**src/shared/tpc_regs.svh**
```systemverilog
// Register offsets, field positions, reset values for the timer channel
`ifndef TPC_REGS_SVH
`define TPC_REGS_SVH
`define TPC_OFF_CHAN_SC   8'h00
`define TPC_OFF_VAL_HIGH  8'h01
`define TPC_OFF_VAL_LOW   8'h02
`define TPC_OFF_GLB_CTRL  8'h03
`define TPC_OFF_IRQ_STAT  8'h04
`define TPC_OFF_IRQ_CLR   8'h05
`define TPC_OFF_IRQ_EN    8'h06
`define TPC_SC_FLAG       7
`define TPC_SC_IE         6
`define TPC_SC_MSH        5
`define TPC_SC_MSL        4
`define TPC_SC_ELSH       3
`define TPC_SC_ELSL       2
`define TPC_GLB_CAS       0
`define TPC_IRQ_EVT       0
`define TPC_CTL_RESET     5'h00
`define TPC_VAL_RESET     16'h0000
`define TPC_FREE_MOD      16'hFFFF
`endif

```
**src/shared/tpc_pkg.sv**
```systemverilog
// Types for the timer channel mode control block
package tpc_pkg;
   typedef enum logic [1:0] {
      TPC_MD_CAPTURE = 2'b00,
      TPC_MD_COMPARE = 2'b01,
      TPC_MD_EPWM    = 2'b10,
      TPC_MD_CPWM    = 2'b11
   } tpc_mode_t;
   typedef logic [7:0]  tpc_byte_t;
   typedef logic [15:0] tpc_word_t;
endpackage

```
**src/core/tpc_channel.sv**
```systemverilog
// Timer channel status, control, value register and pin logic
`timescale 1ns/1ps
`include "tpc_regs.svh"

module tpc_channel (
   input  wire logic               MCLK_I,
   input  wire logic               RST_B_I,
   input  wire logic [7:0]         ADDR_I,
   input  wire tpc_pkg::tpc_byte_t WDATA_I,
   input  wire logic               WR_I,
   input  wire logic               RD_I,
   output tpc_pkg::tpc_byte_t      RDATA_O,
   input  wire tpc_pkg::tpc_word_t CNT_I,
   input  wire tpc_pkg::tpc_word_t MOD_I,
   input  wire logic               CNT_TICK_I,
   input  wire logic               CNT_RUN_I,
   input  wire logic               CNT_DOWN_I,
   input  wire logic               DBG_HALT_I,
   input  wire logic               PIN_I,
   output logic                    PIN_O,
   output logic                    PIN_OE_O,
   output logic                    PIN_RELEASE_O,
   output logic                    COUNT_UPDOWN_O,
   output logic                    CH_IRQ_O,
   output logic                    IRQ_O
);
   import tpc_pkg::*;

   logic        flag;
   logic        armed;
   logic [4:0]  ctl;
   logic        cas;
   tpc_word_t   val;
   tpc_byte_t   wbuf_hi;
   tpc_byte_t   wbuf_lo;
   logic        wpend_hi;
   logic        wpend_lo;
   tpc_word_t   rbuf;
   logic        rlatched;
   logic        rlat_hi;
   logic        pin_q;
   logic        ev_stat;
   logic        ev_en;
   tpc_mode_t   mode;
   logic [1:0]  els;
   logic        pin_used;
   logic        rise;
   logic        fall;
   logic        cap_evt;
   logic        match;
   logic        pwm_mode;
   logic        duty0;
   logic        duty100;
   logic        cmp_evt;
   logic        chan_evt;
   logic        act;
   tpc_word_t   mod_eff;
   logic        sc_wr;
   logic        sc_rd;
   logic        vh_wr;
   logic        vl_wr;
   logic        vh_rd;
   logic        vl_rd;
   logic        xfer;
   tpc_byte_t   next_rdata;

   assign sc_wr = WR_I && (ADDR_I == `TPC_OFF_CHAN_SC);
   assign sc_rd = RD_I && (ADDR_I == `TPC_OFF_CHAN_SC);
   assign vh_wr = WR_I && (ADDR_I == `TPC_OFF_VAL_HIGH);
   assign vl_wr = WR_I && (ADDR_I == `TPC_OFF_VAL_LOW);
   assign vh_rd = RD_I && (ADDR_I == `TPC_OFF_VAL_HIGH);
   assign vl_rd = RD_I && (ADDR_I == `TPC_OFF_VAL_LOW);

   always_comb begin
      if (cas) begin
         mode = TPC_MD_CPWM;
      end else if (ctl[`TPC_SC_MSH - 2]) begin
         mode = TPC_MD_EPWM;
      end else if (ctl[`TPC_SC_MSL - 2]) begin
         mode = TPC_MD_COMPARE;
      end else begin
         mode = TPC_MD_CAPTURE;
      end
   end

   assign els      = ctl[`TPC_SC_ELSH - 2 : `TPC_SC_ELSL - 2];
   assign pin_used = (els != 2'b00);
   assign act      = ~els[0];
   // Modulo zero means free running
   assign mod_eff  = (MOD_I == 16'h0000) ? `TPC_FREE_MOD : MOD_I;

   assign rise    = PIN_I & ~pin_q;
   assign fall    = ~PIN_I & pin_q;
   assign cap_evt = (mode == TPC_MD_CAPTURE) && pin_used
                    && ((els[0] && rise) || (els[1] && fall));

   assign match    = CNT_TICK_I && (CNT_I == val);
   assign pwm_mode = (mode == TPC_MD_EPWM) || (mode == TPC_MD_CPWM);
   assign duty0    = (val == 16'h0000);
   assign duty100  = (val > mod_eff);
   assign cmp_evt  = (mode != TPC_MD_CAPTURE) && match
                     && !(pwm_mode && (duty0 || duty100));
   assign chan_evt = cap_evt || cmp_evt;

   // Previous pin level for edge detect
   always_ff @(posedge MCLK_I) begin
      if (!RST_B_I) begin
         pin_q <= 1'b0;
      end else begin
         pin_q <= PIN_I;
      end
   end

   always_ff @(posedge MCLK_I) begin
      if (!RST_B_I) begin
         armed <= 1'b0;
      end else if (chan_evt) begin
         armed <= 1'b0;
      end else if (sc_rd && flag) begin
         armed <= 1'b1;
      end else if (sc_wr) begin
         armed <= 1'b0;
      end
   end

   always_ff @(posedge MCLK_I) begin
      if (!RST_B_I) begin
         flag <= 1'b0;
      end else if (chan_evt) begin
         flag <= 1'b1;
      end else if (sc_wr && armed && !WDATA_I[`TPC_SC_FLAG]) begin
         flag <= 1'b0;
      end
   end

   always_ff @(posedge MCLK_I) begin
      if (!RST_B_I) begin
         ctl <= `TPC_CTL_RESET;
      end else if (sc_wr) begin
         ctl <= WDATA_I[`TPC_SC_IE:`TPC_SC_ELSL];
      end
   end

   always_ff @(posedge MCLK_I) begin
      if (!RST_B_I) begin
         cas            <= 1'b0;
         COUNT_UPDOWN_O <= 1'b0;
      end else if (WR_I && (ADDR_I == `TPC_OFF_GLB_CTRL)) begin
         cas            <= WDATA_I[`TPC_GLB_CAS];
         COUNT_UPDOWN_O <= WDATA_I[`TPC_GLB_CAS];
      end
   end

   // Buffered pair moves at the documented moment
   assign xfer = wpend_hi && wpend_lo && (!CNT_RUN_I
                 || ((mode == TPC_MD_COMPARE) && CNT_TICK_I)
                 || (pwm_mode && CNT_TICK_I && (CNT_I == mod_eff)));

   always_ff @(posedge MCLK_I) begin
      if (!RST_B_I) begin
         val <= `TPC_VAL_RESET;
      end else if (cap_evt) begin
         val <= CNT_I;
      end else if (mode != TPC_MD_CAPTURE) begin
         if (DBG_HALT_I && vh_wr) begin
            val[15:8] <= WDATA_I;
         end else if (DBG_HALT_I && vl_wr) begin
            val[7:0] <= WDATA_I;
         end else if (xfer) begin
            val <= {wbuf_hi, wbuf_lo};
         end
      end
   end

   always_ff @(posedge MCLK_I) begin
      if (!RST_B_I) begin
         wbuf_hi  <= 8'h00;
         wbuf_lo  <= 8'h00;
         wpend_hi <= 1'b0;
         wpend_lo <= 1'b0;
      end else if (sc_wr || (xfer && !DBG_HALT_I)) begin
         wpend_hi <= 1'b0;
         wpend_lo <= 1'b0;
      end else if (!DBG_HALT_I && (mode != TPC_MD_CAPTURE)) begin
         if (vh_wr) begin
            wbuf_hi  <= WDATA_I;
            wpend_hi <= 1'b1;
         end
         if (vl_wr) begin
            wbuf_lo  <= WDATA_I;
            wpend_lo <= 1'b1;
         end
      end
   end

   always_ff @(posedge MCLK_I) begin
      if (!RST_B_I) begin
         rbuf     <= 16'h0000;
         rlatched <= 1'b0;
         rlat_hi  <= 1'b0;
      end else if (sc_wr) begin
         rlatched <= 1'b0;
      end else if (!DBG_HALT_I && (mode == TPC_MD_CAPTURE)) begin
         if (!rlatched && (vh_rd || vl_rd)) begin
            rbuf     <= val;
            rlatched <= 1'b1;
            rlat_hi  <= vh_rd;
         end else if ((rlat_hi && vl_rd) || (!rlat_hi && vh_rd)) begin
            rlatched <= 1'b0;
         end
      end
   end

   // Read mux, unmapped reads as zero
   always_comb begin
      next_rdata = 8'h00;
      unique case (ADDR_I)
         `TPC_OFF_CHAN_SC:  next_rdata = {flag, ctl, 2'b00};
         `TPC_OFF_VAL_HIGH: next_rdata = (rlatched && !DBG_HALT_I) ? rbuf[15:8] : val[15:8];
         `TPC_OFF_VAL_LOW:  next_rdata = (rlatched && !DBG_HALT_I) ? rbuf[7:0] : val[7:0];
         `TPC_OFF_GLB_CTRL: next_rdata = {7'h00, cas};
         `TPC_OFF_IRQ_STAT: next_rdata = {7'h00, ev_stat};
         `TPC_OFF_IRQ_EN:   next_rdata = {7'h00, ev_en};
         default:           next_rdata = 8'h00;
      endcase
   end

   always_ff @(posedge MCLK_I) begin
      if (!RST_B_I) begin
         RDATA_O <= 8'h00;
      end else if (RD_I) begin
         RDATA_O <= next_rdata;
      end else begin
         RDATA_O <= 8'h00;
      end
   end

   always_ff @(posedge MCLK_I) begin
      if (!RST_B_I) begin
         PIN_O <= 1'b0;
      end else if (mode == TPC_MD_COMPARE) begin
         if (match) begin
            unique case (els)
               2'b01:   PIN_O <= ~PIN_O;
               2'b10:   PIN_O <= 1'b0;
               2'b11:   PIN_O <= 1'b1;
               default: PIN_O <= PIN_O;
            endcase
         end
      end else if (pwm_mode) begin
         if (duty0) begin
            PIN_O <= ~act;
         end else if (duty100) begin
            PIN_O <= act;
         end else if (mode == TPC_MD_EPWM) begin
            if (match) begin
               PIN_O <= ~act;
            end else if (CNT_TICK_I && (CNT_I == 16'h0000)) begin
               PIN_O <= act;
            end
         end else if (match) begin
            PIN_O <= CNT_DOWN_I ? act : ~act;
         end
      end
   end

   always_ff @(posedge MCLK_I) begin
      if (!RST_B_I) begin
         PIN_OE_O      <= 1'b0;
         PIN_RELEASE_O <= 1'b1;
      end else begin
         PIN_OE_O      <= pin_used && (mode != TPC_MD_CAPTURE);
         PIN_RELEASE_O <= !pin_used;
      end
   end

   // Sticky status, write one to clear, set wins
   always_ff @(posedge MCLK_I) begin
      if (!RST_B_I) begin
         ev_stat <= 1'b0;
         ev_en   <= 1'b0;
      end else begin
         if (chan_evt) begin
            ev_stat <= 1'b1;
         end else if (WR_I && (ADDR_I == `TPC_OFF_IRQ_CLR) && WDATA_I[`TPC_IRQ_EVT]) begin
            ev_stat <= 1'b0;
         end
         if (WR_I && (ADDR_I == `TPC_OFF_IRQ_EN)) begin
            ev_en <= WDATA_I[`TPC_IRQ_EVT];
         end
      end
   end

   always_ff @(posedge MCLK_I) begin
      if (!RST_B_I) begin
         CH_IRQ_O <= 1'b0;
         IRQ_O    <= 1'b0;
      end else begin
         CH_IRQ_O <= flag && ctl[`TPC_SC_IE - 2];
         IRQ_O    <= ev_stat && ev_en;
      end
   end

   property p_evt_sets_flag;
      @(posedge MCLK_I) disable iff (!RST_B_I)
      chan_evt |=> flag;
   endproperty
   a_evt_sets_flag: assert property (p_evt_sets_flag) else $error("event lost");
   property p_clear_needs_arm;
      @(posedge MCLK_I) disable iff (!RST_B_I)
      (flag && !armed) |=> flag;
   endproperty
   a_clear_needs_arm: assert property (p_clear_needs_arm) else $error("flag cleared unarmed");
   property p_clear_seq;
      @(posedge MCLK_I) disable iff (!RST_B_I)
      (sc_rd && flag && !chan_evt) ##1 (sc_wr && !WDATA_I[7] && !chan_evt) |=> !flag;
   endproperty
   a_clear_seq: assert property (p_clear_seq) else $error("clear sequence failed");
   property p_write_one;
      @(posedge MCLK_I) disable iff (!RST_B_I)
      (!flag && !chan_evt) |=> !flag;
   endproperty
   a_write_one: assert property (p_write_one) else $error("flag set without event");
   property p_ch_irq;
      @(posedge MCLK_I) disable iff (!RST_B_I)
      (flag && ctl[4]) |=> CH_IRQ_O;
   endproperty
   a_ch_irq: assert property (p_ch_irq) else $error("channel irq missing");
   property p_no_irq_disabled;
      @(posedge MCLK_I) disable iff (!RST_B_I)
      !ctl[4] |=> !CH_IRQ_O;
   endproperty
   a_no_irq_disabled: assert property (p_no_irq_disabled) else $error("irq while disabled");
   property p_pwm_extreme;
      @(posedge MCLK_I) disable iff (!RST_B_I)
      (pwm_mode && ((val == 16'h0000) || (val > mod_eff)) && !flag) |=> !flag;
   endproperty
   a_pwm_extreme: assert property (p_pwm_extreme) else $error("pwm extreme event");

   property p_release;
      @(posedge MCLK_I) disable iff (!RST_B_I)
      (els == 2'b00) |=> (!PIN_OE_O && PIN_RELEASE_O);
   endproperty
   a_release: assert property (p_release) else $error("pin not released");

   property p_capture_val;
      @(posedge MCLK_I) disable iff (!RST_B_I)
      cap_evt |=> (val == $past(CNT_I));
   endproperty
   a_capture_val: assert property (p_capture_val) else $error("capture value wrong");

   property p_oc_set;
      @(posedge MCLK_I) disable iff (!RST_B_I)
      ((mode == TPC_MD_COMPARE) && match && (els == 2'b11)) |=> PIN_O;
   endproperty
   a_oc_set: assert property (p_oc_set) else $error("set on compare failed");

   property p_sc_unlatch;
      @(posedge MCLK_I) disable iff (!RST_B_I)
      sc_wr |=> (!rlatched && !wpend_hi && !wpend_lo);
   endproperty
   a_sc_unlatch: assert property (p_sc_unlatch) else $error("latch not reset");

endmodule // tpc_channel

```
**config.mk**
```make
export PLATFORM = sky130hd
export DESIGN_NAME = tpc_channel
export DESIGN_NICKNAME = d
export VERILOG_FILES = /design/src/shared/tpc_pkg.sv /design/src/core/tpc_channel.sv
export VERILOG_INCLUDE_DIRS = /design/src /design/src/shared
export SDC_FILE = /design/constraint.sdc
export NUM_CORES = 1
export LEC_CHECK = 0
export BUFFER_PORTS_ARGS = -buffer_cell sky130_fd_sc_hd__buf_2
export CAP_MARGIN = 10
export CORE_MARGIN = 5
export CORE_UTILIZATION = 58
export DETAILED_ROUTE_END_ITERATION = 6
export PLACE_DENSITY = 0.8
export SLEW_MARGIN = 20
export SYNTH_ARGS = -nofsm -noshare
export SYNTH_HDL_FRONTEND = slang
export SYNTH_SLANG_ARGS = --single-unit
```
**constraint.sdc**
```tcl
create_clock -name MCLK_I -period 4.4 [get_ports MCLK_I]
set_input_delay 1.1 -clock MCLK_I [delete_from_list [all_inputs] [get_ports MCLK_I]]
set_output_delay 1.1 -clock MCLK_I [all_outputs]
set_load 0.02 [all_outputs]
```
==> results of run 1 <==
==> registers in the layout, indices dropped and copies added, names as in the netlist, 5 cells and up <==
name	flops
rbuf	16
val	16
RDATA_O	8
wbuf_hi	8
wbuf_lo	8
ctl	5
==> power by group through the flow <==
stage,Sequential [uW],Clock [uW],Combinational (uW)
after detailed placement,705,0,126
after CTS,688,765,127
after global placement,705,0,124
final,688,764,130
after floorplan,704,0,63.7
after global routing,688,800,140
==> how the worst max path moves through the flow <==
| stage | start | end | slack [ps] | cells past startpoint |
|---|---|---|---|---|
| 2_1_floorplan | MOD_I[0] | armed | 250 | 15 |
| 3_3_place_gp | MOD_I[8] | armed | 140 | 13 |
| 3_5_place_dp | MOD_I[8] | armed | 80 | 13 |
| 4_1_cts | MOD_I[8] | armed | 440 | 13 |
| 5_1_grt | MOD_I[8] | armed | 230 | 13 |
| 6_report | MOD_I[11] | armed | 450 | 13 |
==> layout by cell type, fill, tap and decap left out, types with 16 or more instances in the layout <==
master,instances
a21oi_1,32
buf_2,70
dfxtp_1,76
ha_1,16
mux2i_1,75
nand2_1,38
nand3_1,16
nor2_1,103
nor4_1,18
o21ai_0,16
xor2_1,22
==> worst min-delay path, stage by stage (launching register included) <==
cell and delay, ps:
dfxtp_1 320, nand2_1 60, a21oi_1 60
==> logic make-up after synthesis <==
kind of cell | count (synthesis) | share of synthesized area
simple gates | 236 | 0.239
mux | 75 | 0.160
fa+ha+maj | 16 | 0.0427
xor+xnor | 27 | 0.0504
flops | 76 | 0.324
compound gates | 101 | 0.146
buf+inv | 43 | 0.0381
==> cell usage after synthesis (all sizes together), types with 4 or more instances <==
master / count / share of area
o22ai: 8 / 0.011
o21a: 5 / 0.0080
dfxtp: 76 / 0.32
nand2: 38 / 0.030
clkbuf: 26 / 0.021
ha: 16 / 0.043
nand3: 16 / 0.017
xnor2: 5 / 0.0093
nand2b: 5 / 0.0067
nor2: 103 / 0.082
mux2i: 75 / 0.16
or3: 4 / 0.0053
nor4: 18 / 0.024
a21o: 5 / 0.0080
and2: 4 / 0.0053
a21oi: 33 / 0.038
nor2b: 7 / 0.0093
a221o: 7 / 0.015
inv: 9 / 0.0072
xor2: 22 / 0.041
buf: 7 / 0.0093
a31oi: 6 / 0.011
nor3: 10 / 0.011
o21ai: 17 / 0.018
nand4: 12 / 0.016
==> area by class of cell <==
type	count	area, um^2
Multi-Input combinational cell	455	2990
Timing Repair Buffer	77	403
Clock inverter	6	159
Clock buffer	10	128
Tap cell	102	128
Fill cell	682	2440
Inverter	10	37.5
Sequential cell	76	1520
==> metal layers <==
| layer | up-vias | track usage | wire (um) |
|---|---|---|---|
| met5 | - | 0 | 0 |
| met3 | 60 | 0.0841 | 1430 |
| met2 | 248 | 0.466 | 6590 |
| li1 | 2180 | - | - |
| met1 | 2158 | 0.366 | 5640 |
| met4 | 0 | 0.129 | 588 |
==> stage by stage <==
| stage | util | total power [uW] | instances | setup slack [ps] |
|---|---|---|---|---|
| after floorplan | - | 768 | 574 | 252 |
| after global placement | 0.651 | 828 | 720 | 135 |
| after detailed placement | 0.651 | 830 | 720 | 78.4 |
| after CTS | 0.688 | 1580 | 736 | 444 |
| after global routing | 0.688 | 1630 | 736 | 228 |
| final | 0.688 | 1580 | 736 | 446 |
==> qor.log, run 1 <==
qor: status.result_of_the_run complete, but fails checks
qor: status.failed_checks design-rule violations
qor: pwr.power.density 295 nW/um^2
qor: clocking.cts_htree_levels 3
qor: route.remaining_number_of_nets_flagged_by_the_antenna_check_after_routing 0
qor: synthesis.ys_seq_area_frac 0.324
qor: sta.fin_tns_setup 0 ps
qor: global_routing.grt_pass1_wl 23.0 mm
qor: floorplanning.coreArea 7810 um^2
qor: synthesis.asyncSetResetFlopFracSynth 0
qor: worst_setup_path.rr_endpoint val[5]
qor: clocking.total_clock_sinks 76
qor: synthesis.cell_area_synth 4690 um^2
qor: sta.worst_hold_slack 494 ps
qor: synthesis.synth_area_per_cell 8.17 um^2
qor: placement.place.port_buffers 70
qor: global_routing.groute.usage.overall 0.292
qor: worst_setup_path.critical_path.top_delay_family simple AND/OR/NAND/NOR gates
qor: cells_and_area.final_area 5370 um^2
qor: pwr.clock_power_share 0.483
qor: clocking.clkTransAtPathRegs 80 ps
qor: clocking.postCtsSetupBuffers 0
qor: placement.detailed_placer_s_ending_hpwl 10.7 mm
qor: pwr.p_switching 353 uW
qor: clocking.clock_path_buffers 2
qor: sta.grt_setup_unrepaired false
qor: placement.place.gp.congestion 0.952
qor: floorplanning.number_of_rows_in_the_core_area 32
qor: synthesis.netlist_instances 574
qor: worst_setup_path.critPathSlowestCell and4_4
qor: clocking.worst_skew_late_latency 360 ps
qor: synthesis.synth-seq-cells 76
qor: clocking.root_buffer clkbuf_8
qor: synthesis.yosys.cell_types.count 57
qor: synthesis.syn_nets 647
qor: route.drc_errors 1
qor: worst_setup_path.crit_path_cell_trace buf_2 > nor4_1 > and4_4 > nor2_1 > ha_1 > a21o_1 > a21o_1 > a21oi_1 > o22ai_1 > or3_1 > a2111oi_0 > nor2_1 > and3_1
qor: sta.slew_viols_final 0
qor: clocking.post_cts_resize_count 0
qor: worst_setup_path.maximum_net_fanout_on_the_critical_path 30
qor: route.dr_total_vias 4646
qor: route.routedWlPerCell 19.4 um
qor: route.initialDrtViolationCount 339
qor: pwr.switching_share_of_power 0.223
qor: floorplanning.die-width 99.9 um
qor: worst_setup_path.timing.critical_path.arrival 4210 ps
qor: sta.finalSetupViolations 0
qor: placement.placement.cell_area 5080 um^2
qor: sta.worst_clock_skew 7.76 ps
qor: clocking.cts_tree done
qor: worst_setup_path.ff2ff_setup_slack 1670 ps
qor: route.wirelength 14.2 mm
qor: route.viasPerCell 6.31
qor: pwr.total_leakage_power 0.00249 uW
qor: floorplanning.fp.dieArea 9990 um^2
qor: global_routing.overflow 0
qor: hold_path.hold_path_depth 2
qor: cells_and_area.drive_above_1_share 0.159
qor: synthesis.yosys_most_used_dff dfxtp_1
qor: cells_and_area.signed_area_change_from_the_synthesized_netlist_to_the_final_layout 14.4%
qor: sta.slew-limit-headroom 0.276
qor: worst_setup_path.cp_data_required_time 4660 ps
qor: worst_setup_path.timing.setup.critical_path_class in -> reg
qor: hold_path.min_delay_worst_endpoint ctl[4]
qor: pwr.irDropWorstVdd 0.000210 V
qor: pwr.power_report.internal_total 1230 uW
qor: worst_setup_path.setup.worst_path.start_class input pin
qor: floorplanning.die_h 99.9 um
qor: pwr.p_seq_frac 0.435
qor: route.1st_pass_router_iterations 7
qor: worst_setup_path.startpoint_of_the_worst_slack_reg_to_reg_timing_path ctl[1]
qor: pwr.comb_power_share 0.082
qor: synthesis.synth_edf_count 0
qor: hold_path.worstHoldPathType reg -> reg
qor: floorplanning.ios 71
qor: sta.finalHoldViolations 0
qor: sta.timing.final.crit_share 0.899
qor: sta.worst_pin_slew 1090 ps
qor: global_routing.grt_pass1_vias 4571
qor: hold_path.hp-start ctl[4]
qor: global_routing.grt_antenna_before_repair 0
qor: clocking.cts-buffers-inserted 9
qor: sta.achievable-frequency 253 MHz
qor: cells_and_area.nets 702
qor: global_routing.grt_max_degree 44
qor: worst_setup_path.critical_path_buf_inv_count 1
qor: worst_setup_path.worst-r2r-cell-count 9
qor: floorplanning.initial_utilization 0.601
qor: worst_setup_path.cp-end-kind flop
qor: worst_setup_path.cpPeakStageDelay 470 ps
qor: run.drv.max_cap_violation_count 0
qor: cells_and_area.antenna-diode-count 0
qor: sta.layout_min_cycle_time 3950 ps
qor: synthesis.synth.yosys.warnings 0
qor: clocking.number_of_hold_repair_buffers_added_at_the_cts_stage 0
No activity file was read; power rests on OpenSTA's default activity.
==> run 2, diff against run 1 <==
--- a/config.mk
+++ b/config.mk
@@ -9,9 +9,10 @@
 export BUFFER_PORTS_ARGS = -buffer_cell sky130_fd_sc_hd__buf_2
 export CAP_MARGIN = 10
 export CORE_MARGIN = 5
-export CORE_UTILIZATION = 58
+export CORE_UTILIZATION = 59
+export CTS_BUF_LIST = sky130_fd_sc_hd__clkbuf_4 sky130_fd_sc_hd__clkbuf_8
 export DETAILED_ROUTE_END_ITERATION = 6
-export PLACE_DENSITY = 0.8
+export PLACE_DENSITY = 0.81
 export SLEW_MARGIN = 20
 export SYNTH_ARGS = -nofsm -noshare
 export SYNTH_HDL_FRONTEND = slang
==> qor.log, run 2 (same netlist as run 1, synthesis figures left out) <==
qor: clocking.total_clock_sinks 76
qor: global_routing.grt_pass1_vias 4416
qor: pwr.irDropWorstVdd 0.000172 V
qor: cells_and_area.signed_area_change_from_the_synthesized_netlist_to_the_final_layout 13.4%
qor: worst_setup_path.cp-end-kind flop
qor: clocking.worst_skew_late_latency 360 ps
qor: floorplanning.initial_utilization 0.607
qor: floorplanning.die_h 99.2 um
qor: hold_path.worstHoldPathType reg -> reg
qor: pwr.total_leakage_power 0.00247 uW
qor: worst_setup_path.timing.setup.critical_path_class in -> reg
qor: sta.grt_setup_unrepaired false
qor: worst_setup_path.cp_data_required_time 4650 ps
qor: worst_setup_path.ff2ff_setup_slack 1690 ps
qor: route.1st_pass_router_iterations 5
qor: worst_setup_path.timing.critical_path.arrival 4430 ps
qor: placement.place.gp.congestion 0.965
qor: sta.achievable-frequency 239 MHz
qor: hold_path.min_delay_worst_endpoint ctl[4]
qor: worst_setup_path.startpoint_of_the_worst_slack_reg_to_reg_timing_path val[5]
qor: floorplanning.number_of_rows_in_the_core_area 32
qor: global_routing.grt_max_degree 31
qor: worst_setup_path.setup.worst_path.start_class input pin
qor: cells_and_area.post-route-util 0.688
qor: route.drc_errors 0
qor: cells_and_area.layout.cells.most_common_list 103 x nor2_1, 76 x dfxtp_1, 75 x mux2i_1
qor: placement.detailed_placer_s_ending_hpwl 10.9 mm
qor: cells_and_area.layout.cells.most_common nor2_1
qor: sta.slew_viols_final 0
qor: floorplanning.fp.dieArea 9840 um^2
qor: pwr.power.density 268 nW/um^2
qor: floorplanning.coreArea 7730 um^2
qor: floorplanning.die-width 99.2 um
qor: clocking.clkTransAtPathRegs 90 ps
qor: worst_setup_path.worst-r2r-cell-count 9
qor: floorplanning.ios 71
qor: placement.place.port_buffers 70
qor: route.initialDrtViolationCount 470
qor: global_routing.groute.usage.overall 0.291
qor: clocking.cts-buffers-inserted 9
qor: sta.finalSetupViolations 0
qor: hold_path.hp-start ctl[4]
qor: clocking.clock_path_buffers 2
qor: sta.worst_clock_skew 9.86 ps
qor: sta.worst_pin_slew 1050 ps
qor: sta.fin_tns_setup 0 ps
qor: cells_and_area.drive_above_1_share 0.164
qor: route.routedWlPerCell 19.3 um
qor: cells_and_area.antenna-diode-count 0
qor: sta.finalHoldViolations 0
qor: route.wirelength 14.3 mm
qor: clocking.number_of_hold_repair_buffers_added_at_the_cts_stage 0
qor: sta.timing.final.crit_share 0.951
qor: hold_path.hold_path_depth 2
qor: global_routing.overflow 0
qor: global_routing.grt_pass1_wl 22.9 mm
qor: cells_and_area.largest_registers rbuf: 16 flops, val: 16 flops
qor: cells_and_area.nets 704
qor: run.drv.max_cap_violation_count 0
qor: route.viasPerCell 6.29
qor: clocking.root_buffer clkbuf_8
qor: worst_setup_path.maximum_net_fanout_on_the_critical_path 30
qor: route.remaining_number_of_nets_flagged_by_the_antenna_check_after_routing 0
qor: clocking.post_cts_resize_count 0
qor: cells_and_area.fillCellCount 677
qor: global_routing.grt_antenna_before_repair 0
qor: clocking.postCtsSetupBuffers 0
qor: status.result_of_the_run complete, no violations
qor: clocking.cts_htree_levels 3
qor: worst_setup_path.rr_endpoint armed
qor: route.dr_total_vias 4641
qor: clocking.cts_tree done
qor: sta.layout_min_cycle_time 4180 ps
qor: sta.slew-limit-headroom 0.298
run 2: cell types whose count changed in the layout (fill, tap and decap cells not counted), sizes merged:
cell / change
bufinv: -3
inv: +1
buf: +2
clkinv: +2
clkinvlp: +1
clkbuf: -1
run 2: worst max-delay path by stage:
stage | start | endpoint | depth (start not counted)
2_1_floorplan | MOD_I[0] | armed | 15
4_1_cts | MOD_I[3] | armed | 13
6_report | MOD_I[3] | armed | 13
3_3_place_gp | MOD_I[3] | armed | 13
3_5_place_dp | MOD_I[3] | armed | 13
5_1_grt | MOD_I[3] | armed | 13
run 2: through the flow:
stage / total power [uW] / cell area [um^2] / setup WS, ps / hold slack, ps / instances
3_3_place_gp: 828 / 5100 / 70.9 / 455 / 722
6_report: 1420 / 5320 / 217 / 475 / 738
5_1_grt: 1480 / 5320 / 75.4 / 527 / 738
2_1_floorplan: 768 / 4690 / 252 / 445 / 574
4_1_cts: 1420 / 5320 / 373 / 478 / 738
3_5_place_dp: 831 / 5100 / 38.8 / 465 / 722
run 2: area by class of cell:
cell class              instances  area [um^2]  area share
multi-input cells             455         2990       0.562
repair buffers                 79          418      0.0786
inverters                      10         37.5     0.00706
flip-flops and latches         76         1520       0.286
well taps                     102          128      0.0240
clock inverters                 7         98.8      0.0186
clock buffers                   9          124      0.0233
run 2: worst max-delay path, cell delays in order:
cell       delay (ps)
buf_2             120
nor4_1            450
and4_4            510
nor2_1             90
ha_1              300
a21o_1            160
a21o_1            180
a21oi_1           250
o22ai_1           130
or3_1             410
a2111oi_0         410
nor2_1            120
and3_1            190
run 2: power breakdown:
part,internal (uW),switching (uW),leakage [uW]
clock network,323,282,0.000110
registers,688,0.623,0.000612
logic,47.5,83.5,0.00175
total,1060,366,0.00247
run 2: routing by layer:
layer | GRT usage | vias up | wire length, um
li1 | - | 2167 | -
met1 | 0.394 | 2174 | 5720
met2 | 0.453 | 255 | 6460
met3 | 0.0582 | 45 | 1580
met4 | 0.118 | 0 | 500
met5 | 0 | - | 0
==> run 3, diff against run 2 <==
--- a/config.mk
+++ b/config.mk
@@ -8,11 +8,12 @@
 export LEC_CHECK = 0
 export BUFFER_PORTS_ARGS = -buffer_cell sky130_fd_sc_hd__buf_2
 export CAP_MARGIN = 10
+export CORE_ASPECT_RATIO = 1.75
 export CORE_MARGIN = 5
 export CORE_UTILIZATION = 59
 export CTS_BUF_LIST = sky130_fd_sc_hd__clkbuf_4 sky130_fd_sc_hd__clkbuf_8
 export DETAILED_ROUTE_END_ITERATION = 6
-export PLACE_DENSITY = 0.81
+export PLACE_DENSITY = 0.82
 export SLEW_MARGIN = 20
 export SYNTH_ARGS = -nofsm -noshare
 export SYNTH_HDL_FRONTEND = slang
==> qor.log, run 3 (same netlist as run 1, synthesis figures left out) <==
qor: sta.finalHoldViolations 0
qor: floorplanning.initial_utilization 0.597
qor: worst_setup_path.timing.critical_path.arrival 4350 ps
qor: floorplanning.number_of_rows_in_the_core_area 43
qor: route.initialDrtViolationCount 345
qor: pwr.switching_share_of_power 0.224
qor: clocking.post_cts_resize_count 0
qor: floorplanning.ios 71
qor: worst_setup_path.maximum_net_fanout_on_the_critical_path 30
qor: clocking.number_of_hold_repair_buffers_added_at_the_cts_stage 0
qor: sta.achievable-frequency 245 MHz
qor: worst_setup_path.rr_endpoint armed
qor: sta.grt_setup_unrepaired false
qor: run.drv.max_cap_violation_count 0
qor: sta.layout_min_cycle_time 4080 ps
qor: route.routedWlPerCell 19.7 um
qor: clocking.cts_htree_levels 3
qor: route.drc_errors 0
qor: route.wirelength 14.2 mm
qor: worst_setup_path.timing.setup.critical_path_class in -> reg
qor: worst_setup_path.startpoint_of_the_worst_slack_reg_to_reg_timing_path val[9]
qor: placement.placed_cells_incl_taps 708
qor: sta.slew-limit-headroom 0.340
qor: pwr.irDropWorstVdd 0.000202 V
qor: worst_setup_path.worst-r2r-cell-count 9
qor: worst_setup_path.crit_path_cell_trace buf_2 > nor4_1 > and4_4 > nor2_1 > ha_1 > a21o_1 > a21o_1 > a21oi_1 > o22ai_1 > or3_1 > a2111oi_0 > nor2_1 > and3_1
qor: cells_and_area.signed_area_change_from_the_synthesized_netlist_to_the_final_layout 13.7%
qor: sta.worst_hold_slack 502 ps
qor: route.remaining_number_of_nets_flagged_by_the_antenna_check_after_routing 0
qor: route.viasPerCell 6.35
qor: worst_setup_path.ff2ff_setup_slack 1470 ps
qor: route.1st_pass_router_iterations 5
qor: pwr.power_report.internal_total 1170 uW
qor: route.dr_total_vias 4598
qor: floorplanning.coreArea 7860 um^2
qor: cells_and_area.drive_above_1_share 0.161
qor: hold_path.hp-start rbuf[4]
qor: clocking.clock_path_buffers 2
qor: pwr.total_leakage_power 0.00249 uW
qor: route.maxUsedRoutingLayer met4
qor: pwr.clock_power_share 0.460
qor: global_routing.overflow 0
qor: worst_setup_path.cp-end-kind flop
qor: global_routing.grt_pass1_vias 4538
qor: route.wl_met1 5.27 mm
qor: pwr.power.density 284 nW/um^2
qor: global_routing.grt_antenna_before_repair 0
qor: clocking.worst_skew_late_latency 360 ps
qor: worst_setup_path.critical_path_buf_inv_count 1
qor: global_routing.groute.usage.overall 0.291
qor: sta.fin_tns_setup 0 ps
qor: hold_path.worstHoldPathType reg -> reg
qor: cells_and_area.layout.cells.most_common_list 103 x nor2_1, 76 x dfxtp_1, 75 x mux2i_1
qor: cells_and_area.layout.cells.most_common nor2_1
qor: placement.place.gp.congestion 0.935
qor: worst_setup_path.cpPeakStageDelay 510 ps
qor: cells_and_area.stdcell_count 724
qor: cells_and_area.nets 702
qor: hold_path.min_delay_worst_endpoint rbuf[4]
qor: clocking.postCtsSetupBuffers 0
qor: sta.worst_pin_slew 989 ps
qor: pwr.p_seq_frac 0.455
qor: placement.placement.cell_area 5070 um^2
qor: cells_and_area.fillCellCount 690
qor: sta.slew_viols_final 0
qor: clocking.cts-buffers-inserted 9
qor: cells_and_area.multiInputGateArea 2990 um^2
qor: global_routing.grt_max_degree 53
qor: clocking.root_buffer clkbuf_8
qor: cells_and_area.largest_registers rbuf: 16 flops, val: 16 flops
qor: worst_setup_path.setup.worst_path.start_class input pin
qor: floorplanning.die_h 128 um
qor: status.result_of_the_run complete, no violations
qor: sta.worst_clock_skew 8.92 ps
qor: clocking.total_clock_sinks 76
qor: worst_setup_path.cp_data_required_time 4670 ps
qor: cells_and_area.area.sequential 1520 um^2
qor: pwr.comb_power_share 0.085
qor: placement.detailed_placer_s_ending_hpwl 10.8 mm
qor: worst_setup_path.critPathSlowestCell a2111oi_0
qor: worst_setup_path.critical_path.top_delay_family simple AND/OR/NAND/NOR gates
qor: global_routing.grt_pass1_wl 22.7 mm
qor: cells_and_area.final_area 5340 um^2
qor: sta.finalSetupViolations 0
qor: sta.timing.final.crit_share 0.928
qor: pwr.p_switching 340 uW
qor: route.met3_length 803 um
qor: clocking.clkTransAtPathRegs 80 ps
qor: clocking.cts_tree done
qor: floorplanning.fp.dieArea 9910 um^2
qor: cells_and_area.antenna-diode-count 0
qor: route.met2_routed_wirelength 7.23 mm
qor: hold_path.hold_path_depth 2
qor: placement.place.port_buffers 70
qor: floorplanning.die-width 77.4 um
==> run 3: final cells by class <==
class / instances / share of cell area
Clock buffer: 13 / 0.0335
Clock inverter: 3 / 0.0169
Inverter: 10 / 0.00704
Multi-Input combinational cell: 455 / 0.561
Sequential cell: 76 / 0.285
Tap cell: 90 / 0.0211
Timing Repair Buffer: 77 / 0.0755
==> run 3: stage by stage <==
stage / worst slack (ps) / utilization / power, uW
2_1_floorplan: 252 / - / 768
3_3_place_gp: 149 / 0.645 / 829
3_5_place_dp: 135 / 0.645 / 831
4_1_cts: 423 / 0.679 / 1520
5_1_grt: 159 / 0.679 / 1560
6_report: 319 / 0.679 / 1510
==> run 3: tightest hold or removal path, stage by stage (launching register included) <==
cell and delay, ps:
dfxtp_1 330, mux2i_1 70, nor2_1 70
==> run 3: layer usage <==
metal  GRT usage  vias up
met3      0.0520       63
met1       0.308     2164
met5           0        -
li1            -     2175
met2       0.519      196
met4       0.188        0
==> run 3: power by group through the flow <==
| stage | Combinational, uW | Clock, uW | Sequential (uW) |
|---|---|---|---|
| floorplan | 63.7 | 0 | 704 |
| global placement | 124 | 0 | 705 |
| detailed placement | 127 | 0 | 705 |
| CTS | 127 | 700 | 688 |
| global route | 140 | 731 | 688 |
| finish | 129 | 697 | 689 |
==> run 3: how the worst max path moves through the flow <==
stage / from / endpoint / cells past startpoint
2_1_floorplan: MOD_I[0] / armed / 15
6_report: MOD_I[8] / armed / 13
3_3_place_gp: MOD_I[8] / armed / 13
4_1_cts: MOD_I[8] / armed / 13
3_5_place_dp: MOD_I[8] / armed / 13
5_1_grt: MOD_I[8] / armed / 13
